<file path="src/schp_pkg.sv">
package schp_pkg;
    // pointer field of the command register
    localparam int PTR_LSB = 0;
    localparam int PTR_W = 3;
    localparam int CMD_LSB = 3;
    localparam int CMD_W = 3;
    localparam logic [2:0] CMD_POINT_HIGH = 3'h1;
    localparam int IDX_W = 4;
    localparam int DATA_W = 8;
    // register indices
    localparam logic [3:0] IDX_CMD = 4'h0;
    localparam logic [3:0] IDX_VEC = 4'h2;
    localparam logic [3:0] IDX_PEND = 4'h3;
    localparam logic [3:0] IDX_WR4 = 4'h4;
    localparam logic [3:0] IDX_WR5 = 4'h5;
    localparam logic [3:0] IDX_RR6 = 4'h6;
    localparam logic [3:0] IDX_RR7 = 4'h7;
    localparam logic [3:0] IDX_BUF = 4'h8;
    localparam logic [3:0] IDX_MIC = 4'h9;
    localparam logic [3:0] IDX_MISC = 4'ha;
    localparam logic [3:0] IDX_SH11 = 4'hb;
    localparam logic [3:0] IDX_BRG_HI = 4'hd;
    localparam logic [3:0] IDX_SH14 = 4'he;
    localparam logic [3:0] IDX_EXT = 4'hf;
    localparam logic [3:0] IDX_WR3 = 4'h3;
    // image offset applied to low-bank shadow reads 4..7
    localparam logic [3:0] LOW_IMAGE_OFS = 4'h4;
    // enable bits
    localparam int EXT_FIFO_BIT = 2;
    localparam int EXT_ENH_BIT = 0;
    localparam int ALT_XRD_BIT = 6;
    // interrupt sources
    localparam int IP_W = 6;
    localparam logic [7:0] DATA_RST = 8'h00;
    localparam logic [3:0] PTR_RST = 4'h0;
    localparam logic [5:0] IP_RST = 6'h00;
    typedef enum logic [1:0] {SCHP_IDLE, SCHP_DO, SCHP_HOLD} schp_state_t;
endpackage

</file>
<file path="src/schp_host_port.sv">
`timescale 1ns/10ps
// Operation
// - channel and control/data selects latched when strobe meets chip enable
// - data bus driven while chip enable and read strobe are low outside acknowledge, or during a won acknowledge read
// - data-select accesses leave the register pointer untouched
// - control-select accesses clear the pointer after the internal access
// - acknowledge input sampled on every rising clock edge
// - during acknowledge, channel, control/data and write strobe are ignored
// - read strobe in acknowledge with pending and chain in sets in-service, drives vector
// - interrupt request drops on the same read edge that sets in-service
// - pending bits update at half clock rate, halted while pointer selects 2 or 3
// - one shared pointer, loaded by a command write on either channel
// - next control access reaches selected register, then pointer returns to zero
// - data-select accesses reach receive/transmit buffers regardless of pointer
// - pointer in command bits 2..0 selects 0..7, command may accompany it
// - high bank 8..15 needs point-high command with the pointer bits
// - point-high is 001 in bits 5..3; shadow reads follow the standard map
// - channel chosen at the register access, A high; regs 2 and 9 shared
// - external control bit 2 enables frame FIFO and read registers 6 and 7
// - external control bit 0 enables alternate option register writes
// - strobes ignored until chip enable is active, except the read strobe during acknowledge
module schp_host_port (
    input wire logic clk,
    input wire logic nrst,
    input wire logic ce_n,
    input wire logic rd_n,
    input wire logic wr_n,
    input wire logic chan_sel,
    input wire logic dc_sel,
    input wire logic interrupt_ack_n,
    input wire logic chain_enable_in,
    input wire logic [schp_pkg::DATA_W-1:0] data_in,
    output logic [schp_pkg::DATA_W-1:0] data_out,
    output logic data_oe_n,
    output logic int_n,
    output logic chain_enable_out,
    output logic acc_wr,
    output logic acc_rd,
    output logic acc_chan_a,
    output logic acc_shared,
    output logic acc_alt,
    output logic acc_wreg_read,
    output logic [schp_pkg::IDX_W-1:0] acc_index,
    output logic [schp_pkg::DATA_W-1:0] acc_wdata,
    input wire logic [schp_pkg::DATA_W-1:0] acc_rdata,
    input wire logic [schp_pkg::IP_W-1:0] pend_src,
    input wire logic ius_clear,
    input wire logic [schp_pkg::DATA_W-1:0] vector_in,
    output logic [schp_pkg::IP_W-1:0] in_service,
    output logic [schp_pkg::IP_W-1:0] pending,
    output logic fifo_en_a,
    output logic fifo_en_b,
    output logic enh_en_a,
    output logic enh_en_b
);
    import schp_pkg::*;

    // pin synchronisers: first stage is read only by second stage
    logic [4:0] ctl_m_r;
    logic [4:0] ctl_s_r;
    logic [1:0] sel_m_r;
    logic [1:0] sel_s_r;
    logic [DATA_W-1:0] din_m_r;
    logic [DATA_W-1:0] din_s_r;
    logic iei_m_r;
    logic iei_s_r;

    always_ff @(posedge clk or negedge nrst) begin
        if (!nrst) begin
            ctl_m_r <= 5'h1f;
            ctl_s_r <= 5'h1f;
            sel_m_r <= 2'h0;
            sel_s_r <= 2'h0;
            din_m_r <= DATA_RST;
            din_s_r <= DATA_RST;
            iei_m_r <= 1'b0;
            iei_s_r <= 1'b0;
        end else begin
            ctl_m_r <= {interrupt_ack_n, ce_n, rd_n, wr_n, 1'b1};
            ctl_s_r <= ctl_m_r;
            sel_m_r <= {chan_sel, dc_sel};
            sel_s_r <= sel_m_r;
            din_m_r <= data_in;
            din_s_r <= din_m_r;
            iei_m_r <= chain_enable_in;
            iei_s_r <= iei_m_r;
        end
    end

    wire ack_n_s = ctl_s_r[4];
    wire ce_act = !ctl_s_r[3];
    wire rd_act = !ctl_s_r[2];
    wire wr_act = !ctl_s_r[1];
    wire ack_act = !ack_n_s;

    // access qualifiers; write strobe does not count during acknowledge
    wire rd_q = ce_act && rd_act && !ack_act;
    wire wr_q = ce_act && wr_act && !ack_act;
    wire ack_rd = ack_act && rd_act;
    wire any_q = rd_q || wr_q;

    logic rd_q_r;
    logic wr_q_r;
    logic ack_rd_r;
    wire rd_start = rd_q && !rd_q_r && !wr_q_r;
    wire wr_start = wr_q && !wr_q_r && !rd_q_r;
    wire ack_fall = ack_rd && !ack_rd_r;

    schp_state_t state_r;
    schp_state_t state_nxt;
    logic is_wr_r;
    logic chan_r;
    logic dc_r;
    logic [DATA_W-1:0] wdata_r;
    logic [PTR_W-1:0] ptr_r;
    logic hi_r;
    logic [DATA_W-1:0] dout_r;
    logic [1:0] fifo_en_r;
    logic [1:0] enh_en_r;
    logic [1:0] xrd_en_r;
    logic [IP_W-1:0] ip_r;
    logic [IP_W-1:0] ius_r;
    logic half_r;

    // latched channel index into the per-channel enable pairs
    wire ch = chan_r;
    wire [IDX_W-1:0] ptr_idx = {hi_r, ptr_r};
    // data-select bypasses the pointer straight to the buffers
    wire [IDX_W-1:0] base_idx = dc_r ? IDX_BUF : ptr_idx;

    // read-side index remap for image registers
    function automatic logic [IDX_W:0] rd_map(input logic [IDX_W-1:0] idx,
                                              input logic fifo, input logic xrd);
        logic [IDX_W-1:0] r;
        logic w;
        r = idx;
        w = 1'b0;
        case (idx)
            IDX_WR4, IDX_WR5: begin
                if (xrd) begin
                    w = 1'b1;
                end else begin
                    r = idx - LOW_IMAGE_OFS;
                end
            end
            IDX_RR6, IDX_RR7: begin
                if (!fifo) begin
                    r = idx - LOW_IMAGE_OFS;
                end
            end
            IDX_MIC: begin
                if (xrd) begin
                    r = IDX_WR3;
                    w = 1'b1;
                end else begin
                    r = IDX_BRG_HI;
                end
            end
            IDX_SH11: begin
                if (xrd) begin
                    r = IDX_MISC;
                    w = 1'b1;
                end else begin
                    r = IDX_EXT;
                end
            end
            IDX_SH14: begin
                if (xrd) begin
                    r = IDX_RR7;
                    w = 1'b1;
                end else begin
                    r = IDX_MISC;
                end
            end
            default: begin
                r = idx;
            end
        endcase
        return {w, r};
    endfunction

    wire [IDX_W:0] rd_sel = rd_map(base_idx, fifo_en_r[ch], xrd_en_r[ch]);

    // next state of the access sequencer
    always_comb begin
        state_nxt = state_r;
        case (state_r)
            SCHP_IDLE: begin
                if (rd_start || wr_start) begin
                    state_nxt = SCHP_DO;
                end
            end
            SCHP_DO: begin
                state_nxt = SCHP_HOLD;
            end
            SCHP_HOLD: begin
                // one access per strobe: wait for release
                if (!any_q) begin
                    state_nxt = SCHP_IDLE;
                end
            end
            default: begin
                state_nxt = SCHP_IDLE;
            end
        endcase
    end

    wire do_acc = state_r == SCHP_DO;
    wire is_cmd_wr = do_acc && is_wr_r && !dc_r && ptr_idx == IDX_CMD;
    wire is_ext_wr = do_acc && is_wr_r && !dc_r && ptr_idx == IDX_EXT;
    wire is_alt_wr = do_acc && is_wr_r && !dc_r && ptr_idx == IDX_RR7 &&
                     enh_en_r[ch];
    wire [CMD_W-1:0] cmd_field = wdata_r[CMD_LSB +: CMD_W];

    always_ff @(posedge clk or negedge nrst) begin
        if (!nrst) begin
            state_r <= SCHP_IDLE;
            rd_q_r <= 1'b0;
            wr_q_r <= 1'b0;
            ack_rd_r <= 1'b0;
        end else begin
            state_r <= state_nxt;
            rd_q_r <= rd_q;
            wr_q_r <= wr_q;
            ack_rd_r <= ack_rd;
        end
    end

    // selects captured once at strobe coincidence and held for the access
    always_ff @(posedge clk or negedge nrst) begin
        if (!nrst) begin
            is_wr_r <= 1'b0;
            chan_r <= 1'b0;
            dc_r <= 1'b0;
            wdata_r <= DATA_RST;
        end else if (state_r == SCHP_IDLE && (rd_start || wr_start)) begin
            is_wr_r <= wr_start;
            chan_r <= sel_s_r[1];
            dc_r <= sel_s_r[0];
            wdata_r <= din_s_r;
        end
    end

    // shared pointer: any channel loads it, control accesses clear it
    always_ff @(posedge clk or negedge nrst) begin
        if (!nrst) begin
            ptr_r <= PTR_RST[PTR_W-1:0];
            hi_r <= 1'b0;
        end else if (is_cmd_wr) begin
            ptr_r <= wdata_r[PTR_LSB +: PTR_W];
            hi_r <= cmd_field == CMD_POINT_HIGH;
        end else if (do_acc && !dc_r) begin
            ptr_r <= PTR_RST[PTR_W-1:0];
            hi_r <= 1'b0;
        end
    end

    // enhancement enables, kept per channel
    always_ff @(posedge clk or negedge nrst) begin
        if (!nrst) begin
            fifo_en_r <= 2'h0;
            enh_en_r <= 2'h0;
            xrd_en_r <= 2'h0;
        end else begin
            if (is_ext_wr) begin
                fifo_en_r[ch] <= wdata_r[EXT_FIFO_BIT];
                enh_en_r[ch] <= wdata_r[EXT_ENH_BIT];
                if (!wdata_r[EXT_ENH_BIT]) begin
                    xrd_en_r[ch] <= 1'b0;
                end
            end
            if (is_alt_wr) begin
                xrd_en_r[ch] <= wdata_r[ALT_XRD_BIT];
            end
        end
    end

    wire grant = ack_fall && iei_s_r && |ip_r;
    // read data and vector output register
    always_ff @(posedge clk or negedge nrst) begin
        if (!nrst) begin
            dout_r <= DATA_RST;
        end else if (grant) begin
            dout_r <= vector_in;
        end else if (do_acc && !is_wr_r) begin
            dout_r <= acc_rdata;
        end
    end

    // pending bits on a half-rate tick, frozen while pointer sits on 2 or 3
    wire ptr_on_irq = !hi_r && (ptr_idx == IDX_VEC || ptr_idx == IDX_PEND);
    wire ip_tick = half_r && !ptr_on_irq;
    wire [IP_W-1:0] ip_open = ip_r & ~ius_r;
    wire irq_want = |ip_open && !(|ius_r);

    // highest numbered pending source wins
    function automatic logic [IP_W-1:0] top_bit(input logic [IP_W-1:0] v);
        logic [IP_W-1:0] o;
        o = '0;
        for (int i = 0; i < IP_W; i++) begin
            if (v[i]) begin
                o = '0;
                o[i] = 1'b1;
            end
        end
        return o;
    endfunction

    wire [IP_W-1:0] grant_bit = top_bit(ip_r);
    wire [IP_W-1:0] clear_bit = top_bit(ius_r);

    always_ff @(posedge clk or negedge nrst) begin
        if (!nrst) begin
            half_r <= 1'b0;
            ip_r <= IP_RST;
            ius_r <= IP_RST;
        end else begin
            half_r <= !half_r;
            if (ip_tick) begin
                ip_r <= pend_src;
            end
            // a grant in the same cycle as a clear keeps its latch
            if (grant) begin
                ius_r <= (ius_r & ~(ius_clear ? clear_bit : IP_RST)) | grant_bit;
            end else if (ius_clear) begin
                ius_r <= ius_r & ~clear_bit;
            end
        end
    end

    // request drops combinationally on the grant edge so no extra cycle shows
    assign int_n = !(irq_want && !grant);
    assign chain_enable_out = iei_s_r && !(|ius_r) && !(ack_act && |ip_r);

    // vector drive only for the acknowledge read we won, so a neighbour's vector is not fought
    logic vec_r;
    always_ff @(posedge clk or negedge nrst) begin
        if (!nrst) begin
            vec_r <= 1'b0;
        end else begin
            vec_r <= grant || (vec_r && ack_rd);
        end
    end
    // bus drivers follow chip enable and read strobe outside acknowledge, or the acknowledge read after a grant
    wire drive = (ce_act && rd_act && !ack_act) || (ack_rd && vec_r);
    assign data_oe_n = !drive;
    assign data_out = dout_r;

    assign acc_wr = do_acc && is_wr_r;
    assign acc_rd = do_acc && !is_wr_r;
    assign acc_chan_a = chan_r;
    assign acc_index = is_wr_r ? base_idx : rd_sel[IDX_W-1:0];
    assign acc_wreg_read = !is_wr_r && rd_sel[IDX_W];
    assign acc_shared = is_wr_r && (base_idx == IDX_VEC || base_idx == IDX_MIC);
    assign acc_alt = is_alt_wr;
    assign acc_wdata = wdata_r;
    assign in_service = ius_r;
    assign pending = ip_r;
    assign fifo_en_a = fifo_en_r[1];
    assign fifo_en_b = fifo_en_r[0];
    assign enh_en_a = enh_en_r[1];
    assign enh_en_b = enh_en_r[0];
endmodule

</file>
<file path="config.mk">
export PLATFORM = sky130hd
export DESIGN_NAME = schp_host_port
export DESIGN_NICKNAME = d
export VERILOG_FILES = /design/src/schp_pkg.sv /design/src/schp_host_port.sv
export SDC_FILE = /design/constraint.sdc
export NUM_CORES = 1
export LEC_CHECK = 0
export ABC_AREA = 0
export ABC_CLOCK_PERIOD_IN_PS = 5790
export BUFFER_PORTS_ARGS = -buffer_cell sky130_fd_sc_hd__buf_2
export CORE_MARGIN = 2
export CORE_UTILIZATION = 56
export DETAILED_ROUTE_END_ITERATION = 6
export GPL_ROUTABILITY_DRIVEN = 0
export PLACE_DENSITY = 0.83
export SYNTH_ARGS = -nofsm -noshare
export SYNTH_HDL_FRONTEND = slang
export SYNTH_SLANG_ARGS = --single-unit
</file>
<file path="constraint.sdc">
create_clock -name clk -period 5.79 [get_ports clk]
set_clock_uncertainty 0.1 [all_clocks]
set_input_delay 0.579 -clock clk [delete_from_list [all_inputs] [get_ports clk]]
set_output_delay 0.579 -clock clk [all_outputs]
set_load 0.005 [all_outputs]
</file>
# == After elaboration in Yosys (flattened, before gate mapping) ==
# Index checks and enable logic that the tools add are counted.
# word_totals
regBits,78
input_bits,40
elab_cells,170
# op_classes
n_addsub,1
n_lt_le_gt_ge,2
eq_ne,17
mux,48
bitwise,9
reduce_logical,67
# ops
operator,n
two-way mux 6 bit,9
logical AND 1 bit,32
two-way mux 4 bit,7
"equality test 4 x 3 -> 1 bit, second input constant",5
case mux 4 bit (5 select lines),1
AND 6 bit,3
NOT 6 bit,3
OR reduction 6 bit,3
zero test 1 bit,17
"equality test 4 bit, second input constant",4
two-way mux 8 bit,2
two-way mux 1 bit,13
"equality test 4 x 2 -> 1 bit, second input constant",3
two-way mux 2 bit,6
two-way mux 3 bit,4
bitwise mux 2 bit,3
logical OR 1 bit,6
OR 6 bit,1
case mux 2 bit (3 select lines),1
nonzero test 2 bit,3
two-way mux 5 bit,1
OR reduction 5 bit,1
zero test 4 bit,1
"!= test 2 bit, second input constant",2
other kinds (12),13

# == Logic depth before layout (Yosys ltp) ==
# Gate-level depths: netlist of run 1.
# logic_depth
word_depth,11
ltp_mapped,9
mapped_depth_nobuf,8

# == Worst setup path after synthesis of run 1 ==
# No wires, ideal clock.
# synth_path
path_kind,reg2out
from,register dc_r
to,output acc_index[0] (netlist bit)
arrival_time_ns,1.943
t_required_ns,5.111
path_slack_ns,3.168
stages_incl_launch_ff,9
path_buffers,1
path_cell_list,dfrtp_1 buf_6 nor2b_1 ha_1 or3b_1 a21oi_1 a221oi_2 o31ai_1 a221o_1
# synth_between
elab_chain_len,5
word_cells_on_any_way,15
# synth_rtl
element,line,text
start: declaration,schp_host_port.sv:113,logic dc_r;
start signal: assignment,schp_host_port.sv:239,dc_r <= sel_s_r[0];
two-way mux 4 bit *,schp_host_port.sv:129,wire [IDX_W-1:0] base_idx = dc_r ? IDX_BUF : ptr_idx;
subtractor 4 x 3 -> 4 bit / equality test 4 x 3 -> 1 bit (equally long branches),"schp_host_port.sv:143, schp_host_port.sv:148, schp_host_port.sv:138",
two-way mux 4 bit (tied with other cells),schp_host_port.sv:147,if (!fifo) begin
case mux 4 bit (5 select lines),schp_host_port.sv:138,case (idx)
two-way mux 4 bit *,schp_host_port.sv:352,assign acc_index = is_wr_r ? base_idx : rd_sel[IDX_W-1:0];
end: declaration,schp_host_port.sv:43,"output logic [schp_pkg::IDX_W-1:0] acc_index,"
# Every way passes the cells marked *; elsewhere a longest branch is shown, timed or not.

# == Final worst setup path of run 1 ==
# layout_path
from,register dc_r
to,output acc_index[3] (netlist bit)
# The elaborated chain is that of the path after synthesis.

==> results of run 1 <==
[cell usage in the layout, fill, tap and decap left out, types with 3 or more instances in the layout]
master	netlist	routed
ha_1	3	3
dfstp_2	8	8
nand3b_1	6	6
o21ai_1	13	13
inv_1	8	8
mux2i_1	9	9
clkbuf_8	0	10
a221o_1	3	3
dfrtp_1	70	70
nand2b_1	3	3
nand2_1	26	26
a22o_1	4	4
a32o_1	3	3
a21oi_1	8	8
nor3_1	5	5
o31ai_1	8	8
nor2_1	16	16
mux2_1	18	18
buf_2	2	83
[routing by layer]
metal | global-route usage [%] | part of all wire [%] | up-vias
met5 | 0 | 0 | -
met4 | 6.90 | 1.5 | 0
met3 | 5.57 | 4.5 | 8
met2 | 32.6 | 50 | 64
met1 | 26.7 | 43 | 1048
li1 | - | - | 1067
[how the worst min path moves through the flow]
stage / end / cells past startpoint / slack [ns]
floorplan: acc_chan_a / 0 / 0.18
global placement: din_s_r[2] / 0 / 0.23
detailed placement: din_s_r[5] / 0 / 0.23
CTS: ctl_m_r[2] / 1 / 0.23
global route: din_m_r[5] / 1 / 0.22
finish: ctl_m_r[1] / 1 / 0.25
[state kept, by name, indices dropped and copies added, names as in the netlist, 3 cells and up]
register	count
in_service	6
ctl_s_r	4
din_m_r	8
pending	6
acc_wdata	8
ptr_r	3
data_out	8
din_s_r	8
ctl_m_r	4
[per-stage QoR]
| step | cells | setup slack, ns | util, % | area, um^2 |
|---|---|---|---|---|
| floorplan | 252 | 3.17 | - | 3170 |
| global placement | 400 | 2.96 | 66.5 | 3640 |
| detailed placement | 400 | 2.82 | 66.5 | 3640 |
| CTS | 416 | 2.45 | 70.6 | 3860 |
| global route | 416 | 2.20 | 70.6 | 3860 |
| finish | 416 | 2.45 | 70.6 | 3860 |
[power groups by stage]
stage               combinational [mW]  sequential (mW)  clock [mW]
floorplan                        0.146            0.671           0
global placement                 0.220            0.692           0
detailed placement               0.227            0.696           0
CTS                              0.229            0.685       0.448
global route                     0.253            0.698       0.477
finish                           0.225            0.686       0.436
[final cells by class]
| cell class | count | area, um^2 | area share (%) |
|---|---|---|---|
| inverter | 11 | 41.3 | 1.07 |
| tap | 72 | 90.1 | 2.33 |
| clock inverter | 6 | 85.1 | 2.20 |
| clock buffer | 10 | 138 | 3.56 |
| multi-input combinational | 155 | 1120 | 29.1 |
| sequential | 78 | 1960 | 50.8 |
| timing repair buffer | 84 | 423 | 10.9 |
[cell families (layout without fill, tap and decap cells)]
kind of cell / count (synthesis) / after routing / share of synthesized area [%]
and+or+nand+nor: 73 / 73 / 12.4
adders and majority gates: 3 / 3 / 1.18
muxes: 31 / 31 / 11.3
AOI/OAI and AO/OA: 48 / 48 / 10.5
buffers and inverters: 19 / 111 / 2.68
DFF: 78 / 78 / 61.9
==> impl_metrics.tcl, run 1 <==
set metrics [dict create \
    powerDensity_nw_per_um2 349 \
    clockPowerShare_pct 32.3 \
    antenna_cells 0 \
    rows 27 \
    clk_pin_slew_ns 0.08 \
    yosys.cell_count.top_type "dfrtp_1" \
    r2r_cells 4 \
    drcViolationCount 0 \
    p_sw_share_pct 27.1 \
    ys_seq_area_share_pct 61.9 \
    synth-async-reset-ratio_pct 100 \
    tns_ns 0 \
    cpMaxStageDelayCell "dfrtp_1" \
    ys_top_cells_by_count "dfrtp_1 (70), nand2_1 (26), mux2_1 (18)" \
    slowest_delay_ns 0.47 \
    combPwrFrac_pct 16.7 \
    finalMaxSlewViolations 0 \
    dr.pass1.iters 4 \
    fmax_mhz 299 \
    synthDistinctLibCells 49 \
    critPathCapture "acc_index[3]" \
    cp.depth 8 \
    start_util_pct 57.9 \
    rsz0062_at_grt "no" \
    die_h_um 79.2 \
    finalHoldViolations 0 \
    netlist_area_um2 3170 \
    grt_pass1_wl_mm 9.80 \
    hold_path_class "primary input to flop" \
    top_level_ports 85 \
    r2r_slack_ns 3.84 \
    cp_max_fo 10 \
    die_area_um2 6280 \
    drive_gt1_share_pct 35.2 \
    numPortBuffers 84 \
    antenna_found_initial 0 \
    cts_root_buf "clkbuf_8" \
    netlist_top_cells_area "dfrtp_1 (55%), dfstp_2 (6.6%), mux2_1 (6.4%)" \
    grt_use_total_pct 20.3 \
    yosysTopAreaCellShare_pct 55.2 \
    relSlewSlack_pct 39.0 \
    core_um2 5470 \
    fill_cells 419 \
    grt_overflow 0 \
    cts_resized 0 \
    critPathTopFamily "compound AO/OA/AOI/OAI gates" \
    hold_ws_ns 0.247 \
    postCtsHoldBufs 0 \
    yosysTopAreaCell "dfrtp_1" \
    cts.sink_count 78 \
    yosys_warnings 0 \
    clk_latency_ns 0.33 \
    hpwl_mm 4.18 \
    h-tree-depth 3 \
    drv_cap 0 \
    ys_dominant_reg_cell "dfrtp_1" \
    critPathKind "flop to output port" \
    seq_power_share_pct 51.0 \
    ir_worst_vdd_mv 0.232 \
    crit_chain "nor2b_1 > ha_1 > nand3b_1 > a21oi_1 > o21ai_1 > a221o_1 > a22o_1 > buf_2" \
    vias_per_cell 5.26 \
    final_nets 382 \
    min_period_ns 3.34 \
    worst-path-buf-inv 1 \
    reg2reg_to "fifo_en_r[1]" \
    drt_iter0_drc 147 \
    final_antenna_net_count 0 \
    vias 2187 \
    p_int_uw 982 \
    cp.arrival_ns 2.66 \
    rr_startpoint "is_wr_r" \
    power_switching_uw 364 \
    wire_per_inst_um 13.8 \
    critical_path.startpoint "dc_r" \
    status "complete, no violations" \
    synth_edf_count 0 \
    numCtsBuffers 9 \
    post-route-period-util_pct 57.7 \
    areaGrowthSynthToFinish_pct 21.8 \
    die_x_um 79.2 \
    leakage_nw 1.88 \
    power_mw 1.35 \
    grt_pass1_vias 2156 \
    drt-total-wl_mm 5.75 \
    min_from "wr_n" \
    synthCells 252 \
    required_ns 5.11 \
    setup_viol 0 \
    cp-end-kind "output port" \
    synth_nets 295 \
    synth_seq_cells 78 \
    clockBufferDepth 2 \
    worst_slew_pin_slew_ns 0.915 \
    avgSynthCellArea_um2 12.6 \
    cp-start-kind "flop" \
    grt_max_degree 79 \
    postCtsSetupBuffers 0 \
    cts_tree "built" \
]
Power figures use the tool's default switching activity.
==> inputs of run 2 (changes only) <==
--- a/config.mk
+++ b/config.mk
@@ -6,13 +6,13 @@
 export NUM_CORES = 1
 export LEC_CHECK = 0
 export ABC_AREA = 0
-export ABC_CLOCK_PERIOD_IN_PS = 5790
+export ABC_CLOCK_PERIOD_IN_PS = 3200
 export BUFFER_PORTS_ARGS = -buffer_cell sky130_fd_sc_hd__buf_2
 export CORE_MARGIN = 2
-export CORE_UTILIZATION = 56
+export CORE_UTILIZATION = 52
 export DETAILED_ROUTE_END_ITERATION = 6
 export GPL_ROUTABILITY_DRIVEN = 0
-export PLACE_DENSITY = 0.83
+export PLACE_DENSITY = 0.78
 export SYNTH_ARGS = -nofsm -noshare
 export SYNTH_HDL_FRONTEND = slang
 export SYNTH_SLANG_ARGS = --single-unit
==> constraint.sdc (replaced) <==
create_clock -name clk -period 3.2 [get_ports clk]
set_clock_uncertainty 0.1 [all_clocks]
set_input_delay 0.32 -clock clk [delete_from_list [all_inputs] [get_ports clk]]
set_output_delay 0.32 -clock clk [all_outputs]
set_load 0.005 [all_outputs]
==> impl_metrics.tcl, run 2 (synthesis results as in run 1) <==
set metrics [dict create \
    place_ws_ns 0.536 \
    dr.pass1.iters 5 \
    drcViolationCount 0 \
    critPathKind "flop to output port" \
    post-route-period-util_pct 92.7 \
    clk_latency_ns 0.34 \
    tns_ns 0 \
    h-tree-depth 3 \
    fmax_mhz 337 \
    cpMaxStageDelayCell "dfrtp_1" \
    grt_use_total_pct 19.4 \
    numCtsBuffers 9 \
    antenna_cells 0 \
    die_x_um 82.1 \
    cp.arrival_ns 2.54 \
    p_sw_share_pct 30.4 \
    required_ns 2.78 \
    status "complete, no violations" \
    r2r_cells 4 \
    hold_ws_ns 0.0186 \
    start_util_pct 53.6 \
    slowest_delay_ns 0.47 \
    vias 2252 \
    drv_cap 0 \
    clockPowerShare_pct 28.6 \
    cp-end-kind "output port" \
    drt-total-wl_mm 5.99 \
    crit_chain "nor2b_2 > ha_1 > nand3b_1 > a21oi_1 > o21ai_1 > a221o_1 > a22o_1 > buf_2" \
    setup_ws_ns 0.235 \
    hpwl_mm 4.22 \
    cts_root_buf "clkbuf_8" \
    die_h_um 82.1 \
    top_level_ports 85 \
    numPortBuffers 84 \
    clk_pin_slew_ns 0.08 \
    postCtsSetupBuffers 0 \
    power_switching_uw 710 \
    grt_pass1_vias 2129 \
    r2r_slack_ns 1.27 \
    rows 28 \
    grt_pass1_wl_mm 9.83 \
    rsz0062_at_grt "no" \
    core_um2 5920 \
    clockBufferDepth 2 \
    setup_viol 0 \
    cts_tree "built" \
    die_area_um2 6740 \
    ir_worst_vdd_mv 0.340 \
    finalMaxSlewViolations 0 \
    rr_startpoint "is_wr_r" \
    min_period_ns 2.96 \
    final_common_cell "buf_2" \
    antenna_found_initial 0 \
    drive_gt1_share_pct 34.0 \
    cts.sink_count 78 \
    seq_power_share_pct 53.4 \
    leakage_nw 1.91 \
    p_int_mw 1.62 \
    drt_iter0_drc 192 \
    combPwrFrac_pct 18.0 \
    powerDensity_nw_per_um2 586 \
    hold_path_class "primary input to async pin" \
    finalHoldViolations 0 \
    final_antenna_net_count 0 \
    grt_max_degree 79 \
    relSlewSlack_pct 38.2 \
    wire_per_inst_um 13.8 \
    reg2reg_to "enh_en_r[0]" \
    vias_per_cell 5.19 \
    cp-start-kind "flop" \
    worst_slew_pin_slew_ns 0.928 \
    grt_overflow 0 \
    final_nets 397 \
    areaGrowthSynthToFinish_pct 25.4 \
    cp_max_fo 7 \
    mostFrequentLayoutCells "buf_2 (83), dfrtp_1 (70), nand2_1 (26)" \
]
## run 2: critical path: cells and delay by family (launching register included)
kind                       cells  cell delay [ns]
buffers and inverters          1             0.12
and+or+nand+nor                2             0.43
DFF                            1             0.47
adders and majority gates      1             0.22
AOI/OAI and AO/OA              4             0.96
## run 2: routing by layer
metal / vias up / routed length, um / part of all wire [%] / GRT usage, %
met5: - / 0 / 0 / 0
met4: 0 / 113 / 1.9 / 8.67
met3: 11 / 206 / 3.4 / 2.97
met2: 54 / 2960 / 49 / 30.7
met1: 1088 / 2700 / 45 / 26.8
li1: 1099 / - / - / -
## run 2: what timing repair did
action,CTS,global route
setup endpoints to repair,0,2
endpoints found under the hold margin,15,0
hold buffers,15,0
resized for setup,0,1
## run 2: power by group through the flow
stage / Sequential (mW) / Clock (mW) / Combinational (mW)
after global routing: 1.27 / 0.721 / 0.472
after floorplan: 1.21 / 0 / 0.264
final: 1.24 / 0.667 / 0.418
after detailed placement: 1.26 / 0 / 0.411
after global placement: 1.25 / 0 / 0.400
after CTS: 1.24 / 0.682 / 0.427
## run 2: layout make-up
class                           instances  area [um^2]
Sequential cell                        78         1960
Inverter                               11         41.3
Fill cell                             454         1940
Clock inverter                          7         56.3
Tap cell                               75         93.8
Multi-Input combinational cell        155         1130
Timing Repair Buffer                   99          573
Clock buffer                            9          124
## run 2: worst max path at each step
stage | start | slack [ns] | to | cells after the start
floorplan | dc_r | 0.84 | acc_index[0] | 8
global placement | ptr_r[2] | 0.63 | acc_index[3] | 8
detailed placement | dc_r | 0.54 | acc_index[3] | 8
CTS | dc_r | 0.14 | acc_index[3] | 8
global route | ptr_r[2] | 0.05 | acc_index[3] | 8
finish | ptr_r[2] | 0.24 | acc_index[3] | 8
## run 2: stage by stage
stage               cell area [um^2]  std cells  power (mW)  util [%]
finish                          3980        434        2.33      67.2
global route                    3980        434        2.46      67.2
CTS                             3970        434        2.35      67.1
detailed placement              3640        403        1.67      61.5
global placement                3640        403        1.65      61.5
floorplan                       3170        252        1.48         -
